**config.mk**
```make
export PLATFORM = sky130hd
export DESIGN_NAME = fbadp_port
export DESIGN_NICKNAME = d
export VERILOG_FILES = /design/src/fbadp_pkg.sv /design/src/fbadp_port.sv
export SDC_FILE = /design/constraint.sdc
export NUM_CORES = 1
export LEC_CHECK = 0
export ABC_AREA = 1
export BUFFER_PORTS_ARGS = -buffer_cell sky130_fd_sc_hd__buf_2
export CAP_MARGIN = 20
export CORE_MARGIN = 4
export CORE_UTILIZATION = 50
export DETAILED_ROUTE_END_ITERATION = 8
export PLACE_DENSITY_LB_ADDON = 0.05
export SYNTH_ARGS = -nofsm -noshare
export SYNTH_HDL_FRONTEND = slang
export SYNTH_SLANG_ARGS = --single-unit
```
**constraint.sdc**
```tcl
create_clock -name clock_in -period 6.2 [get_ports clock_in]
set_input_delay 0.62 -clock clock_in [delete_from_list [all_inputs] [get_ports clock_in]]
set_output_delay 0.62 -clock clock_in [all_outputs]
set_load 0.02 [all_outputs]
```
**src/fbadp_pkg.sv**
```systemverilog
// fbadp_pkg: constants, modes and carrier types of the flash bus port.
// assumes a 16-bit word-wide flash of the largest (dual-die) density.
package fbadp_pkg;

  // ----------------------------------------------------------------
  // bus geometry
  // ----------------------------------------------------------------
  localparam int ADDR_MSB = 25; // top word-address pin
  localparam int ADDR_LSB = 1; // least significant pin, word step
  localparam int DATA_W = 16;
  localparam int DIE_SEL_BIT = 25; // die_select_address_bit
  localparam int WAIT_POL_BIT = 10; // wait_polarity_bit position

  // ----------------------------------------------------------------
  // types
  // ----------------------------------------------------------------
  typedef logic [ADDR_MSB:ADDR_LSB] fbadp_addr_t;
  typedef logic [DATA_W-1:0] fbadp_data_t;

  // read source chosen by the current read mode
  typedef enum logic [1:0] {
    FBADP_READ_ARRAY,
    FBADP_READ_STATUS,
    FBADP_READ_PROTECTION,
    FBADP_READ_CONFIG
  } fbadp_read_mode_e;

  // raw bus pins as seen by the device
  typedef struct packed {
    fbadp_addr_t addr;
    fbadp_data_t dq;
    logic ce_n;
    logic oe_n;
    logic we_n;
    logic address_strobe_n;
    logic bus_clk;
  } fbadp_pins_s;

  // idle pin image used while reset holds the synchroniser
  localparam fbadp_pins_s PINS_IDLE = '{
    addr: '0,
    dq: '0,
    ce_n: 1'b1,
    oe_n: 1'b1,
    we_n: 1'b1,
    address_strobe_n: 1'b1,
    bus_clk: 1'b0
  };

  localparam fbadp_addr_t ADDR_RESET = '0;
  localparam fbadp_data_t DATA_RESET = '0;

endpackage

```
**src/fbadp_port.sv**
```systemverilog
// fbadp_port: device-side address/data bus port of a parallel flash.
// assumes pins arrive asynchronously and are sampled on clock_in; the
// core behind it supplies read data, read mode and sync-mode flag.
//
// Behaviour
// - address bus 25:1 for densest part
// - bit one is word-step least significant
// - top address bit picks upper die
// - write commands and data latched internally
// - read mux by current read mode
// - data floats when chip or output off
// - sync capture at strobe rise or clock
// - async strobe low flows, rise latches
// - chip select low activates die logic
// - deselect gives standby, floats data, wait
// - bus clock used only in sync reads
// - output buffers on only with output low
// - sync wait asserted for invalid data
// - wait deasserted in async and writes
// - write captured on write strobe rise
`timescale 1ns/1ns
module fbadp_port
(
  input wire logic clock_in,
  input wire logic rst_n_in,
  input wire fbadp_pkg::fbadp_pins_s pins_in,
  input wire logic sync_mode_in,
  input wire fbadp_pkg::fbadp_read_mode_e read_mode_in,
  input wire fbadp_pkg::fbadp_data_t array_data_in,
  input wire fbadp_pkg::fbadp_data_t status_in,
  input wire fbadp_pkg::fbadp_data_t protection_in,
  input wire fbadp_pkg::fbadp_data_t read_config_register_in,
  input wire logic data_valid_in,
  output fbadp_pkg::fbadp_data_t dq_out,
  output logic dq_oe_out,
  output logic wait_out,
  output logic wait_oe_out,
  output fbadp_pkg::fbadp_addr_t read_addr_out,
  output logic die_upper_out,
  output logic die_active_out,
  output logic standby_out,
  output logic write_strobe_out,
  output fbadp_pkg::fbadp_addr_t write_addr_out,
  output fbadp_pkg::fbadp_data_t write_data_out
);
  import fbadp_pkg::*;

  // ----------------------------------------------------------------
  // reset and pin synchronisers
  // ----------------------------------------------------------------
  logic rst_meta, rst_sync_n;
  fbadp_pins_s pins_meta, pins, pins_prev;

  // reset release through two flops
  always_ff @(posedge clock_in or negedge rst_n_in)
  begin
    if (!rst_n_in)
    begin
      rst_meta <= 1'b0;
      rst_sync_n <= 1'b0;
    end
    else
    begin
      rst_meta <= 1'b1;
      rst_sync_n <= rst_meta;
    end
  end

  // two-flop pin sampling plus one history stage for edges
  always_ff @(posedge clock_in or negedge rst_sync_n)
  begin
    if (!rst_sync_n)
    begin
      pins_meta <= PINS_IDLE;
      pins <= PINS_IDLE;
      pins_prev <= PINS_IDLE;
    end
    else
    begin
      pins_meta <= pins_in;
      pins <= pins_meta;
      pins_prev <= pins;
    end
  end

  // ----------------------------------------------------------------
  // decode
  // ----------------------------------------------------------------
  logic captured;
  fbadp_data_t read_word;
  wire strobe_low = !pins.address_strobe_n;
  wire strobe_rise = pins.address_strobe_n && !pins_prev.address_strobe_n;
  wire clk_rise = pins.bus_clk && !pins_prev.bus_clk;
  wire we_rise = pins.we_n && !pins_prev.we_n;
  wire chip_on = !pins.ce_n;
  wire drive_on = chip_on && !pins.oe_n;
  wire wait_pol = read_config_register_in[WAIT_POL_BIT];
  wire sync_clk_cap = sync_mode_in && strobe_low && clk_rise && !captured;
  wire sync_cap = sync_clk_cap || (sync_mode_in && strobe_rise && !captured);
  // flow while low, latch at rise
  wire async_cap = !sync_mode_in && (strobe_low || strobe_rise);
  wire addr_load = sync_cap || async_cap;
  wire wait_active = sync_mode_in && !data_valid_in && pins.we_n;

  assign read_word = (read_mode_in == FBADP_READ_STATUS) ? status_in :
    (read_mode_in == FBADP_READ_PROTECTION) ? protection_in :
    (read_mode_in == FBADP_READ_CONFIG) ? read_config_register_in :
    array_data_in;

  // ----------------------------------------------------------------
  // address latch
  // ----------------------------------------------------------------
  // capture flag blocks later clock edges until the strobe goes high
  always_ff @(posedge clock_in or negedge rst_sync_n)
  begin
    if (!rst_sync_n)
      captured <= 1'b0;
    else if (!strobe_low)
      captured <= 1'b0;
    else if (sync_clk_cap)
      captured <= 1'b1;
  end

  // word address latch, bit one lowest
  always_ff @(posedge clock_in or negedge rst_sync_n)
  begin
    if (!rst_sync_n)
      read_addr_out <= ADDR_RESET;
    else if (addr_load)
      read_addr_out <= pins.addr;
  end

  // die chosen by top address bit
  always_ff @(posedge clock_in or negedge rst_sync_n)
  begin
    if (!rst_sync_n)
      die_upper_out <= 1'b0;
    else
      die_upper_out <= read_addr_out[DIE_SEL_BIT];
  end

  // ----------------------------------------------------------------
  // chip select, output drive and wait
  // ----------------------------------------------------------------
  // chip select activates, deselect idles
  always_ff @(posedge clock_in or negedge rst_sync_n)
  begin
    if (!rst_sync_n)
    begin
      die_active_out <= 1'b0;
      standby_out <= 1'b1;
    end
    else
    begin
      die_active_out <= chip_on;
      standby_out <= !chip_on;
    end
  end

  // drive only with chip and output on
  always_ff @(posedge clock_in or negedge rst_sync_n)
  begin
    if (!rst_sync_n)
    begin
      dq_oe_out <= 1'b0;
      wait_oe_out <= 1'b0;
      dq_out <= DATA_RESET;
      wait_out <= 1'b0;
    end
    else
    begin
      dq_oe_out <= drive_on;
      wait_oe_out <= drive_on;
      dq_out <= read_word;
      wait_out <= wait_active ? wait_pol : !wait_pol;
    end
  end

  // ----------------------------------------------------------------
  // write capture
  // ----------------------------------------------------------------
  // latch address and data at strobe rise
  always_ff @(posedge clock_in or negedge rst_sync_n)
  begin
    if (!rst_sync_n)
    begin
      write_strobe_out <= 1'b0;
      write_addr_out <= ADDR_RESET;
      write_data_out <= DATA_RESET;
    end
    else
    begin
      write_strobe_out <= we_rise && chip_on;
      if (we_rise && chip_on)
      begin
        write_addr_out <= pins.addr;
        write_data_out <= pins.dq;
      end
    end
  end
endmodule // fbadp_port

```
# --- Word-level counts from Yosys, hierarchy flattened ---
# Index checks and enable logic that the tools add are counted.
totals:
  register_bits: 186
  latchBits: 0
  mem_bits_rw: 0
  mem_bits_ro: 0
  output_inout_bits: 89
  wordCells: 66
  memories: 0
classes:
  add_sub_neg: 0
  mul: 0
  div_mod_pow: 0
  magnitude_cmp: 0
  n_eq_ne: 3
  n_shift: 0
  n_mux: 6
  n_bitwise: 0
  reduce_logical: 27
op_table:
  columns: ["operator", "count"]
  rows:
  - ["16-bit two-way mux", 3]
  - ["1-bit logical AND", 13]
  - ["1-bit zero test", 10]
  - ["2-bit equality test, second input constant", 2]
  - ["1-bit logical OR", 3]
  - ["1-bit two-way mux", 3]
  - ["2-bit by 1-bit equality test with 1-bit output, second input constant", 1]
  - ["2-bit nonzero test", 1]

# --- Logic depth before layout (Yosys ltp) ---
# Gate-level depths: netlist (run 1).
depth:
  word_depth: 6
  ltp_mapped: 7
  mapped_depth_nobuf: 6

# --- Least setup slack after synthesis (run 1) ---
# Ideal clock, no wire load.
synth_timing:
  kind: "input port to flip-flop"
  from: "in sync_mode_in"
  to: "reg read_addr_out[10]"
  arrival_time_ns: 1.241
  required_time_ns: 6.083
  setup_slack_ns: 4.842
  path_stages: 7
  n_path_buf: 1
  cell_sequence: "nand2_1 > clkinv_1 > nand3_4 > nand3_4 > buf_12 > nand2_2 > nand2_1"
synth_via:
  elab_chain_len: 5
  word_cells_on_any_way: 9
  classes_between: "9 x reduce/logical"
synth_lines:
  columns: ["item", "line_no", "rtl"]
  rows:
  - ["start: declaration", "fbadp_port.sv:27", "input wire logic sync_mode_in,"]
  - ["1-bit logical AND (3 in series)", "fbadp_port.sv:98", "wire sync_clk_cap = sync_mode_in && strobe_low && clk_rise && !captured;"]
  - ["1-bit logical OR", "fbadp_port.sv:99", "wire sync_cap = sync_clk_cap || (sync_mode_in && strobe_rise && !captured);"]
  - ["1-bit logical OR *", "fbadp_port.sv:102", "wire addr_load = sync_cap || async_cap;"]
  - ["end signal: assignment", "fbadp_port.sv:130", "read_addr_out <= pins.addr;"]
  - ["end: declaration", "fbadp_port.sv:38", "output fbadp_pkg::fbadp_addr_t read_addr_out,"]
# Every way passes the cells marked *; elsewhere a longest branch is shown, timed or not.
# A chain may end at the register's enable or synchronous reset.

# --- Worst setup path after layout (run 1) ---
layout_timing:
  from: "reg pins[2] (netlist bit)"
  to: "reg write_addr_out[19]"
layout_via:
  elab_chain_len: 2
layout_lines:
  columns: ["item", "line_no", "rtl"]
  rows:
  - ["start: declaration", "fbadp_port.sv:52", "fbadp_pins_s pins_meta, pins, pins_prev;"]
  - ["start signal: assignment", "fbadp_port.sv:81", "pins <= pins_meta;"]
  - ["1-bit logical AND", "fbadp_port.sv:94", "wire we_rise = pins.we_n && !pins_prev.we_n;"]
  - ["1-bit logical AND", "fbadp_port.sv:194", "if (we_rise && chip_on)"]
  - ["end signal: assignment", "fbadp_port.sv:196", "write_addr_out <= pins.addr;"]
  - ["end: declaration", "fbadp_port.sv:43", "output fbadp_pkg::fbadp_addr_t write_addr_out,"]
# Every way passes these cells.

==> results.sh, run 1 <==
export IMPL_status="finished, final reports clean"
export IMPL_initial_core_util_pct=51.49
export IMPL_end_kind="register"
export IMPL_grt_pass1_vias=4451
export IMPL_root_buffer="clkbuf_16"
export IMPL_io_buffer_count=204
export IMPL_die_h_um=119.7
export IMPL_syn_area_um2=6236
export IMPL_p_per_area_nw_per_um2=355.7
export IMPL_timing_setup_tns_ps=0
export IMPL_power_leakage_nw=4.122
export IMPL_fmax_mhz=498.5
export IMPL_ys_flop_type="dfrtp_1"
export IMPL_post_cts_repair_setup_buffers=0
export IMPL_grt_usage_pct=20.54
export IMPL_die_area_um2=14320
export IMPL_finalHoldViolCount=0
export IMPL_cts_buffer_depth=2
export IMPL_ys_seq_elements=186
export IMPL_area_growth_pct=27.45
export IMPL_hold_path_class="register to asynchronous set/reset pin"
export IMPL_path_cells="inv_1 > nor2_1 > nand2_2 > buf_4 > inv_2 > nand2_1 > nand2_1"
export IMPL_drt_iter0_drc=285
export IMPL_antenna_left=0
export IMPL_crit_fanout=42
export IMPL_drc=0
export IMPL_slew_violations=0
export IMPL_crit_required_ps=6550
export IMPL_clock_latency_ps=420
export IMPL_setup_viol=0
export IMPL_slowest_stage="inv_2"
export IMPL_gp_congestion=0.9071
export IMPL_utilization_pct=65.62
export IMPL_dp_hpwl_mm=9.897
export IMPL_final_period_utilization_pct=32.35
export IMPL_tritoncts="yes"
export IMPL_grt_setup_unrepaired="no"
export IMPL_synth_top_area_share_pct=70.22
export IMPL_fp_coreArea_um2=12110
export IMPL_min_period_ps=2006
export IMPL_grt_max_degree=92
export IMPL_seqPwrFrac_pct=48.9
export IMPL_synthCells=516
export IMPL_arrival_ps=2360
export IMPL_grt_pass1_wl_mm=22.55
export IMPL_antenna_found_initial=1
export IMPL_synth_warning_count=0
export IMPL_synth_edf_count=0
export IMPL_io_pins=205
export IMPL_skew_ps=7.230
export IMPL_grt_overflow=0
export IMPL_ys_seq_area_share_pct=74.86
export IMPL_peakVddDrop_mv=0.2136
export IMPL_start_kind="register"
export IMPL_clockPowerShare_pct=37.9
export IMPL_firstDrtPassIters=4
export IMPL_p_sw_mw=0.7624
export IMPL_worstMarginPinSlew_ps=780.7
export IMPL_postSynth_asyncResetShare_pct=100.0
export IMPL_worst_path_largest_cell_delay_ps=640
export IMPL_cts_buffers=17
export IMPL_synth_area_per_cell_um2=12.09
export IMPL_relSlewSlack_pct=47.88
export IMPL_syn_nets=632
export IMPL_std_cell_rows=40
export IMPL_netlist_top_cells_count="175 x dfrtp_1, 156 x nand2_1, 32 x nand3_1, 25 x nand4_1, 22 x nand2_2"
export IMPL_pwr_share_comb_pct=13.1
export IMPL_swShare_pct=26.97
export IMPL_synth_most_common_cell="dfrtp_1"
export IMPL_nets=832
export IMPL_clk_pin_slew_worst_paths_ps=60
export IMPL_vias=4380
export IMPL_synth_area_top_cells="dfrtp_1 70%, nand2_1 9.4%, dfstp_2 4.6%"
export IMPL_die_w_um=119.7
export IMPL_synth_cell_type_count=23
export IMPL_intPower_mw=2.064
export IMPL_ctsResizeCount=0
export IMPL_routed_wl_mm=14.26
export IMPL_drive_above_1_share_pct=38.68
export IMPL_routedWlPerCell_um=15.90
export IMPL_yosysTopAreaCell="dfrtp_1"
export IMPL_htreeDepth=4
export IMPL_via_per_inst=4.883
export IMPL_cts_sinks=186
export IMPL_hold_buffers=1
export IMPL_cp_common_cell="nand2_1"
export IMPL_max_cap_violations=0
export IMPL_holdWs_ps=187.6
export IMPL_diodes=0
export IMPL_criticalPathCategory="register to register"
export IMPL_total_power_mw=2.827
==> sequential cells by signal, indices dropped and copies added, names as in the netlist <==
signal / flops
pins: 46
pins_meta: 46
read_addr_out: 25
write_addr_out: 25
dq_out: 16
write_data_out: 16
pins_prev: 3
captured: 1
die_active_out: 1
die_upper_out: 1
dq_oe_out: 1
rst_meta: 1
rst_sync_n: 1
standby_out: 1
wait_out: 1
write_strobe_out: 1
==> cells in the final DEF (no fill, tap or decap), types with 2 or more instances in the layout <==
| cell type | n |
|---|---|
| a31oi_1 | 16 |
| buf_2 | 204 |
| buf_4 | 3 |
| bufinv_16 | 2 |
| clkbuf_1 | 2 |
| clkbuf_16 | 17 |
| clkinv_2 | 2 |
| clkinvlp_4 | 2 |
| dfrtp_1 | 174 |
| dfstp_2 | 11 |
| inv_1 | 3 |
| inv_2 | 5 |
| inv_6 | 6 |
| nand2_1 | 155 |
| nand2_2 | 23 |
| nand3_1 | 32 |
| nand3_4 | 2 |
| nand4_1 | 25 |
| nor2_1 | 18 |
| o21ai_0 | 15 |
| o21ai_1 | 2 |
==> power groups by stage <==
stage,sequential (mW),clock [mW],combinational [mW]
4_1_cts,1.39,1.09,0.367
3_3_place_gp,1.41,0,0.359
6_report,1.38,1.07,0.372
5_1_grt,1.39,1.15,0.407
2_1_floorplan,1.51,0,0.109
3_5_place_dp,1.41,0,0.365
==> metrics by stage <==
| stage | cell area [um2] | cells | setup WS (ps) |
|---|---|---|---|
| floorplan | 6236 | 516 | 652.5 |
| global placement | 7326 | 863 | 4149 |
| detailed placement | 7326 | 863 | 4072 |
| CTS | 7920 | 896 | 4173 |
| global route | 7948 | 897 | 3998 |
| finish | 7948 | 897 | 4194 |
==> worst paths after layout <==
| check | start | to | slack (ps) | depth (start not counted) |
|---|---|---|---|---|
| hold / removal | rst_sync_n | write_data_out[4] | 190 | 0 |
| setup / recovery | pins[2] | write_addr_out[19] | 4190 | 7 |
| setup reg to reg | pins[2] | write_addr_out[19] | 4190 | 7 |
| min in group clock_in | pins_in[1] | pins_meta[1] | 290 | 1 |
| max in group asynchronous | rst_sync_n | pins[41] | 4630 | 2 |
| hold reg to reg | rst_sync_n | write_data_out[4] | 190 | 0 |
==> per-layer routing <==
layer / track usage (%) / vias to the layer above / share of wire [%]
met5: 0 / - / 0.084
met4: 7.731 / 2 / 2.2
met3: 9.189 / 26 / 8.9
met2: 33.40 / 168 / 50
met1: 24.13 / 2109 / 39
li1: - / 2075 / -
==> worst max-delay path, delay by kind of cell, from the launching register on <==
family,cells,cell delay [ps]
buffers and inverters,3,970
DFF,1,530
and+or+nand+nor,4,420
==> final cells by class <==
class	count	area, um2
timing repair buffer	209	1081
sequential	186	4672
fill	969	4164
tap	168	210.2
clock inverter	12	137.6
multi-input combinational	293	1366
clock buffer	20	446.7
inverter	9	33.78
==> logic make-up (layout without fill, tap and decap cells) <==
logic type	after synthesis	count (layout)	synth area share, %
compound gates	33	33	2.970
buf+inv	37	250	3.270
other cells	1	1	0.06013
simple gates	258	258	18.70
flops	186	186	74.86
xor+xnor	1	1	0.1405
Power figures use the tool's default switching activity.
==> inputs of run 2 (changes only) <==
--- a/config.mk
+++ b/config.mk
@@ -9,7 +9,7 @@
 export BUFFER_PORTS_ARGS = -buffer_cell sky130_fd_sc_hd__buf_2
 export CAP_MARGIN = 20
 export CORE_MARGIN = 4
-export CORE_UTILIZATION = 50
+export CORE_UTILIZATION = 45
 export DETAILED_ROUTE_END_ITERATION = 8
 export PLACE_DENSITY_LB_ADDON = 0.05
 export SYNTH_ARGS = -nofsm -noshare
==> constraint.sdc (replaced) <==
create_clock -name clock_in -period 1.6 [get_ports clock_in]
set_input_delay 0.16 -clock clock_in [delete_from_list [all_inputs] [get_ports clock_in]]
set_output_delay 0.16 -clock clock_in [all_outputs]
set_load 0.02 [all_outputs]
==> run 2 against run 1 <==
  * Non-clock buffer count up 74
  * Worst hold slack worse by 160 ps
  * Setup slack worse by 3900 ps
  * Highest routed layer unchanged
  * Via count up 5.8%
  * First-iteration DRC count down 27%
  * Critical endpoint is now read_addr_out[18]
  * Maximum frequency up 48%
  * Combinational power rose to 4.3 times the previous value
  * Global-route usage down 1.0 points
  * Core utilization down 0.90 points
==> results.sh, run 2 (synthesis gave the netlist of run 1 again) <==
export IMPL_grt_overflow=0
export IMPL_nets=906
export IMPL_finalHoldViolCount=0
export IMPL_area_growth_pct=39.09
export IMPL_clk_pin_slew_worst_paths_ps=70
export IMPL_max_cap_violations=0
export IMPL_p_per_area_nw_per_um2=1239
export IMPL_final_common_cell="buf_2"
export IMPL_final_period_utilization_pct=84.64
export IMPL_rr_startpoint="pins[1]"
export IMPL_slew_violations=0
export IMPL_crit_fanout=14
export IMPL_hold_path_class="input port to register"
export IMPL_cts_buffer_depth=2
export IMPL_ctsResizeCount=0
export IMPL_routedWlPerCell_um=15.21
export IMPL_grt_max_degree=43
export IMPL_end_kind="register"
export IMPL_crit_required_ps=1900
export IMPL_cp_common_cell="nand3_4"
export IMPL_arrival_ps=1660
export IMPL_routed_wl_mm=14.89
export IMPL_skew_ps=9.546
export IMPL_htreeDepth=4
export IMPL_setup_viol=0
export IMPL_startpoint="pins[1]"
export IMPL_power_leakage_nw=4.427
export IMPL_drc=0
export IMPL_cts_sinks=186
export IMPL_gp_congestion=0.8559
export IMPL_dp_hpwl_mm=10.48
export IMPL_worst_path_largest_cell_delay_ps=580
export IMPL_io_buffer_count=204
export IMPL_via_per_inst=4.734
export IMPL_rrSetupSlack_ps=250
export IMPL_path_cells="nor2_2 > nand3_4 > nand3_4 > buf_4 > nand2_2 > nand2_1"
export IMPL_status="finished, final reports clean"
export IMPL_diodes=0
export IMPL_criticalPathCategory="register to register"
export IMPL_root_buffer="clkbuf_16"
export IMPL_final_cell_mix="204 x buf_2, 174 x dfrtp_1, 155 x nand2_1"
export IMPL_min_period_ps=1354
export IMPL_drive_above_1_share_pct=36.99
export IMPL_grt_pass1_wl_mm=24.43
export IMPL_cts_buffers=17
export IMPL_grt_usage_pct=19.51
export IMPL_die_h_um=125.7
export IMPL_crit_family="flip-flops"
export IMPL_fp_coreArea_um2=13400
export IMPL_die_area_um2=15810
export IMPL_vias=4635
export IMPL_start_kind="register"
export IMPL_slowest_stage="dfstp_2"
export IMPL_reg_top3="pins: 46 flops, pins_meta: 46 flops"
export IMPL_fmax_mhz=738.4
export IMPL_drt_iter0_drc=207
export IMPL_hp_start="protection_in[7]"
export IMPL_grt_setup_unrepaired="no"
export IMPL_grt_pass1_vias=4925
export IMPL_holdWs_ps=22.64
export IMPL_clock_latency_ps=420
export IMPL_path_buf_inv=1
export IMPL_placedCellCount=886
export IMPL_antenna_left=0
export IMPL_firstDrtPassIters=5
export IMPL_io_pins=205
export IMPL_initial_core_util_pct=46.54
export IMPL_die_w_um=125.7
export IMPL_antenna_found_initial=1
export IMPL_peakVddDrop_mv=0.7861
export IMPL_std_cell_rows=42
export IMPL_tritoncts="yes"
export IMPL_final_cells=979
## run 2: layout make-up
class	count	area, um2
Multi-Input combinational cell	293	1366
Clock inverter	13	96.34
Tap cell	176	220.2
Timing Repair Buffer	283	1842
Inverter	9	33.78
Sequential cell	186	4672
Fill cell	1066	4727
Clock buffer	19	442.9
## run 2: power breakdown
group	switching (mW)	internal [mW]
sequential	0.231	5.14
combinational	0.961	0.626
clock	1.75	2.04
## run 2: worst reg2reg max path, cell delays in order (launching register included)
cell	delay, ps
dfstp_2	580
nor2_2	70
nand3_4	170
nand3_4	90
buf_4	220
nand2_2	80
nand2_1	50
## run 2: metrics by stage
stage / setup slack (ps) / TNS (ps) / total power [mW] / instance area [um2] / utilization [%]
3_5_place_dp: 254.8 / 0 / 6.955 / 7523 / 56.14
6_report: 245.8 / 0 / 10.75 / 8673 / 64.72
2_1_floorplan: -302.8 / -52380 / 6.278 / 6240 / -
3_3_place_gp: 303.6 / 0 / 6.917 / 7523 / 56.14
4_1_cts: 242.0 / 0 / 10.88 / 8673 / 64.72
5_1_grt: 188.0 / 0 / 11.28 / 8673 / 64.72
## run 2: routing by layer
metal	vias up	part of all wire, %	global-route usage (%)
li1	2230	-	-
met1	2215	40	22.84
met2	160	51	33.04
met3	28	6.9	6.859
met4	2	2.1	7.717
met5	-	0.047	0
## run 2: final timing paths
path                       cells after the start                 end
setup / recovery                               6   read_addr_out[18]
hold / removal                                 3           dq_out[7]
setup reg to reg                               6   read_addr_out[18]
hold reg to reg                                0  write_data_out[12]
max in group asynchronous                      1        pins_meta[4]
min in group asynchronous                      2            rst_meta
## run 2: what timing repair did
| item | CTS | global route |
|---|---|---|
| hold buffers | 61 | 0 |
| buffers inserted | 0 | 0 |
| endpoints found under the setup margin | 0 | 0 |
| hold endpoints to repair | 59 | 0 |
==> inputs of run 3 (changes only) <==
--- a/config.mk
+++ b/config.mk
@@ -9,7 +9,7 @@
 export BUFFER_PORTS_ARGS = -buffer_cell sky130_fd_sc_hd__buf_2
 export CAP_MARGIN = 20
 export CORE_MARGIN = 4
-export CORE_UTILIZATION = 45
+export CORE_UTILIZATION = 50
 export DETAILED_ROUTE_END_ITERATION = 8
 export PLACE_DENSITY_LB_ADDON = 0.05
 export SYNTH_ARGS = -nofsm -noshare
==> constraint.sdc (replaced) <==
create_clock -name clock_in -period 1.3 [get_ports clock_in]
set_input_delay 0.13 -clock clock_in [delete_from_list [all_inputs] [get_ports clock_in]]
set_output_delay 0.13 -clock clock_in [all_outputs]
set_load 0.02 [all_outputs]
==> run 3 against run 2 <==
  * Non-clock buffer count rose by 29
  * Critical path depth increased by 1
  * Wire length is 14% higher
  * Global-route usage increased by 3.1 points
  * Cell count up 2.0%
  * Final area rose by 6.4%
  * Sequential cell count unchanged
  * Maximum frequency rose by 5.4%
  * Critical path type unchanged
  * Clock-buffer cell count unchanged
==> results.sh, run 3 (synthesis gave the netlist of run 1 again) <==
export IMPL_root_buffer="clkbuf_16"
export IMPL_tritoncts="yes"
export IMPL_nets=935
export IMPL_peakVddDrop_mv=0.9587
export IMPL_final_common_cell="buf_2"
export IMPL_diodes=0
export IMPL_die_h_um=119.7
export IMPL_end_kind="register"
export IMPL_clock_latency_ps=430
export IMPL_crit_required_ps=1660
export IMPL_drt_iter0_drc=389
export IMPL_power_leakage_nw=4.716
export IMPL_die_w_um=119.7
export IMPL_antenna_found_initial=0
export IMPL_p_per_area_nw_per_um2=1498
export IMPL_grt_pass1_vias=5122
export IMPL_final_period_utilization_pct=98.85
export IMPL_arrival_ps=1650
export IMPL_final_cell_mix="203 x buf_2, 174 x dfrtp_1, 129 x nand2_1"
export IMPL_cts_buffer_depth=2
export IMPL_via_per_inst=4.924
export IMPL_grt_overflow=0
export IMPL_vias=4919
export IMPL_area_growth_pct=48.05
export IMPL_placedCellCount=878
export IMPL_die_area_um2=14320
export IMPL_grt_usage_pct=22.61
export IMPL_hold_path_class="input port to asynchronous set/reset pin"
export IMPL_start_kind="register"
export IMPL_holdWs_ps=24.67
export IMPL_routed_wl_mm=16.94
export IMPL_min_period_ps=1285
export IMPL_max_cap_violations=0
export IMPL_total_power_mw=13.83
export IMPL_final_cells=999
export IMPL_grt_max_degree=63
export IMPL_slew_violations=0
export IMPL_std_cell_rows=40
export IMPL_io_buffer_count=204
export IMPL_setup_viol=0
export IMPL_fmax_mhz=778.2
export IMPL_skew_ps=5.990
export IMPL_grt_setup_unrepaired="yes"
export IMPL_io_pins=205
export IMPL_crit_fanout=7
export IMPL_firstDrtPassIters=4
export IMPL_criticalPathCategory="register to register"
export IMPL_drc=0
export IMPL_initial_core_util_pct=51.49
export IMPL_reg_top3="pins: 46 flops, pins_meta: 46 flops"
export IMPL_cts_buffers=17
export IMPL_status="finished, final reports clean"
export IMPL_clk_pin_slew_worst_paths_ps=60
export IMPL_finalHoldViolCount=0
export IMPL_postLayoutSetupSlackWorst_ps=14.92
export IMPL_dp_hpwl_mm=9.973
export IMPL_grt_pass1_wl_mm=25.09
export IMPL_routedWlPerCell_um=16.96
export IMPL_drive_above_1_share_pct=40.19
export IMPL_fp_coreArea_um2=12110
export IMPL_antenna_left=0
export IMPL_gp_congestion=0.8252
export IMPL_cts_sinks=186
export IMPL_htreeDepth=4
export IMPL_post_place_ws_ps=15.27
## run 3: cell types whose count changed in the layout (fill, tap and decap cells not counted), sizes merged
cell	delta
dlygate4sd3	+20
clkbuf	+6
clkinv	+4
clkinvlp	-4
buf	+3
inv	-3
bufinv	+2
## run 3: per-layer routing
metal	share of wire (%)	routed length [um]	global-route usage, %	vias to the layer above
li1	-	-	-	2289
met1	39	6660	26.67	2387
met2	51	8671	38.17	200
met3	6.7	1137	7.540	43
met4	2.8	473	9.377	0
met5	0	0	0	-
## run 3: cell type report
type	count	area, um2
Tap cell	168	210.2
Fill cell	780	2879
Inverter	9	46.29
Multi-Input combinational cell	293	1484
Clock buffer	19	452.9
Clock inverter	12	123.9
Timing Repair Buffer	312	2243
Sequential cell	186	4672
## run 3: stage by stage
stage,utilization (%),setup TNS [ps],cell area (um2)
floorplan,-,-106970,6240
global placement,62.24,0,7538
detailed placement,62.24,0,7538
CTS,73.72,0,8929
global route,76.23,-1153,9233
finish,76.23,0,9233
## run 3: worst paths after layout
| kind | start | end | slack, ps | cells past startpoint |
|---|---|---|---|---|
| max in group asynchronous | rst_sync_n | pins[3] | 520 | 1 |
| hold / removal | rst_n_in | rst_sync_n | 20 | 2 |
| setup reg to reg | pins[2] | write_addr_out[15] | 10 | 7 |
| hold reg to reg | rst_sync_n | pins_meta[41] | 180 | 0 |
| setup / recovery | pins[2] | write_addr_out[15] | 10 | 7 |
| min in group clock_in | sync_mode_in | wait_out | 210 | 4 |
## run 3: timing repair
| item | CTS | global route |
|---|---|---|
| resized for setup | 1 | 46 |
| gates cloned | 0 | 7 |
| setup endpoints to repair | 1 | 60 |
| pin swaps | 0 | 14 |
| hold endpoints to repair | 65 | 0 |
| setup buffers | 0 | 2 |
| hold buffers | 81 | 0 |
## run 3: critical path, stage by stage, from the launching register on
cell	delay [ps]
dfstp_2	540
inv_2	50
nor2_4	110
nand2_4	130
clkinv_8	110
clkbuf_16	160
nand2_1	50
nand2_1	60
## run 3: power breakdown
group,switching [mW],internal (mW)
Combinational,1.28,0.898
Clock,2.13,2.91
Sequential,0.285,6.33
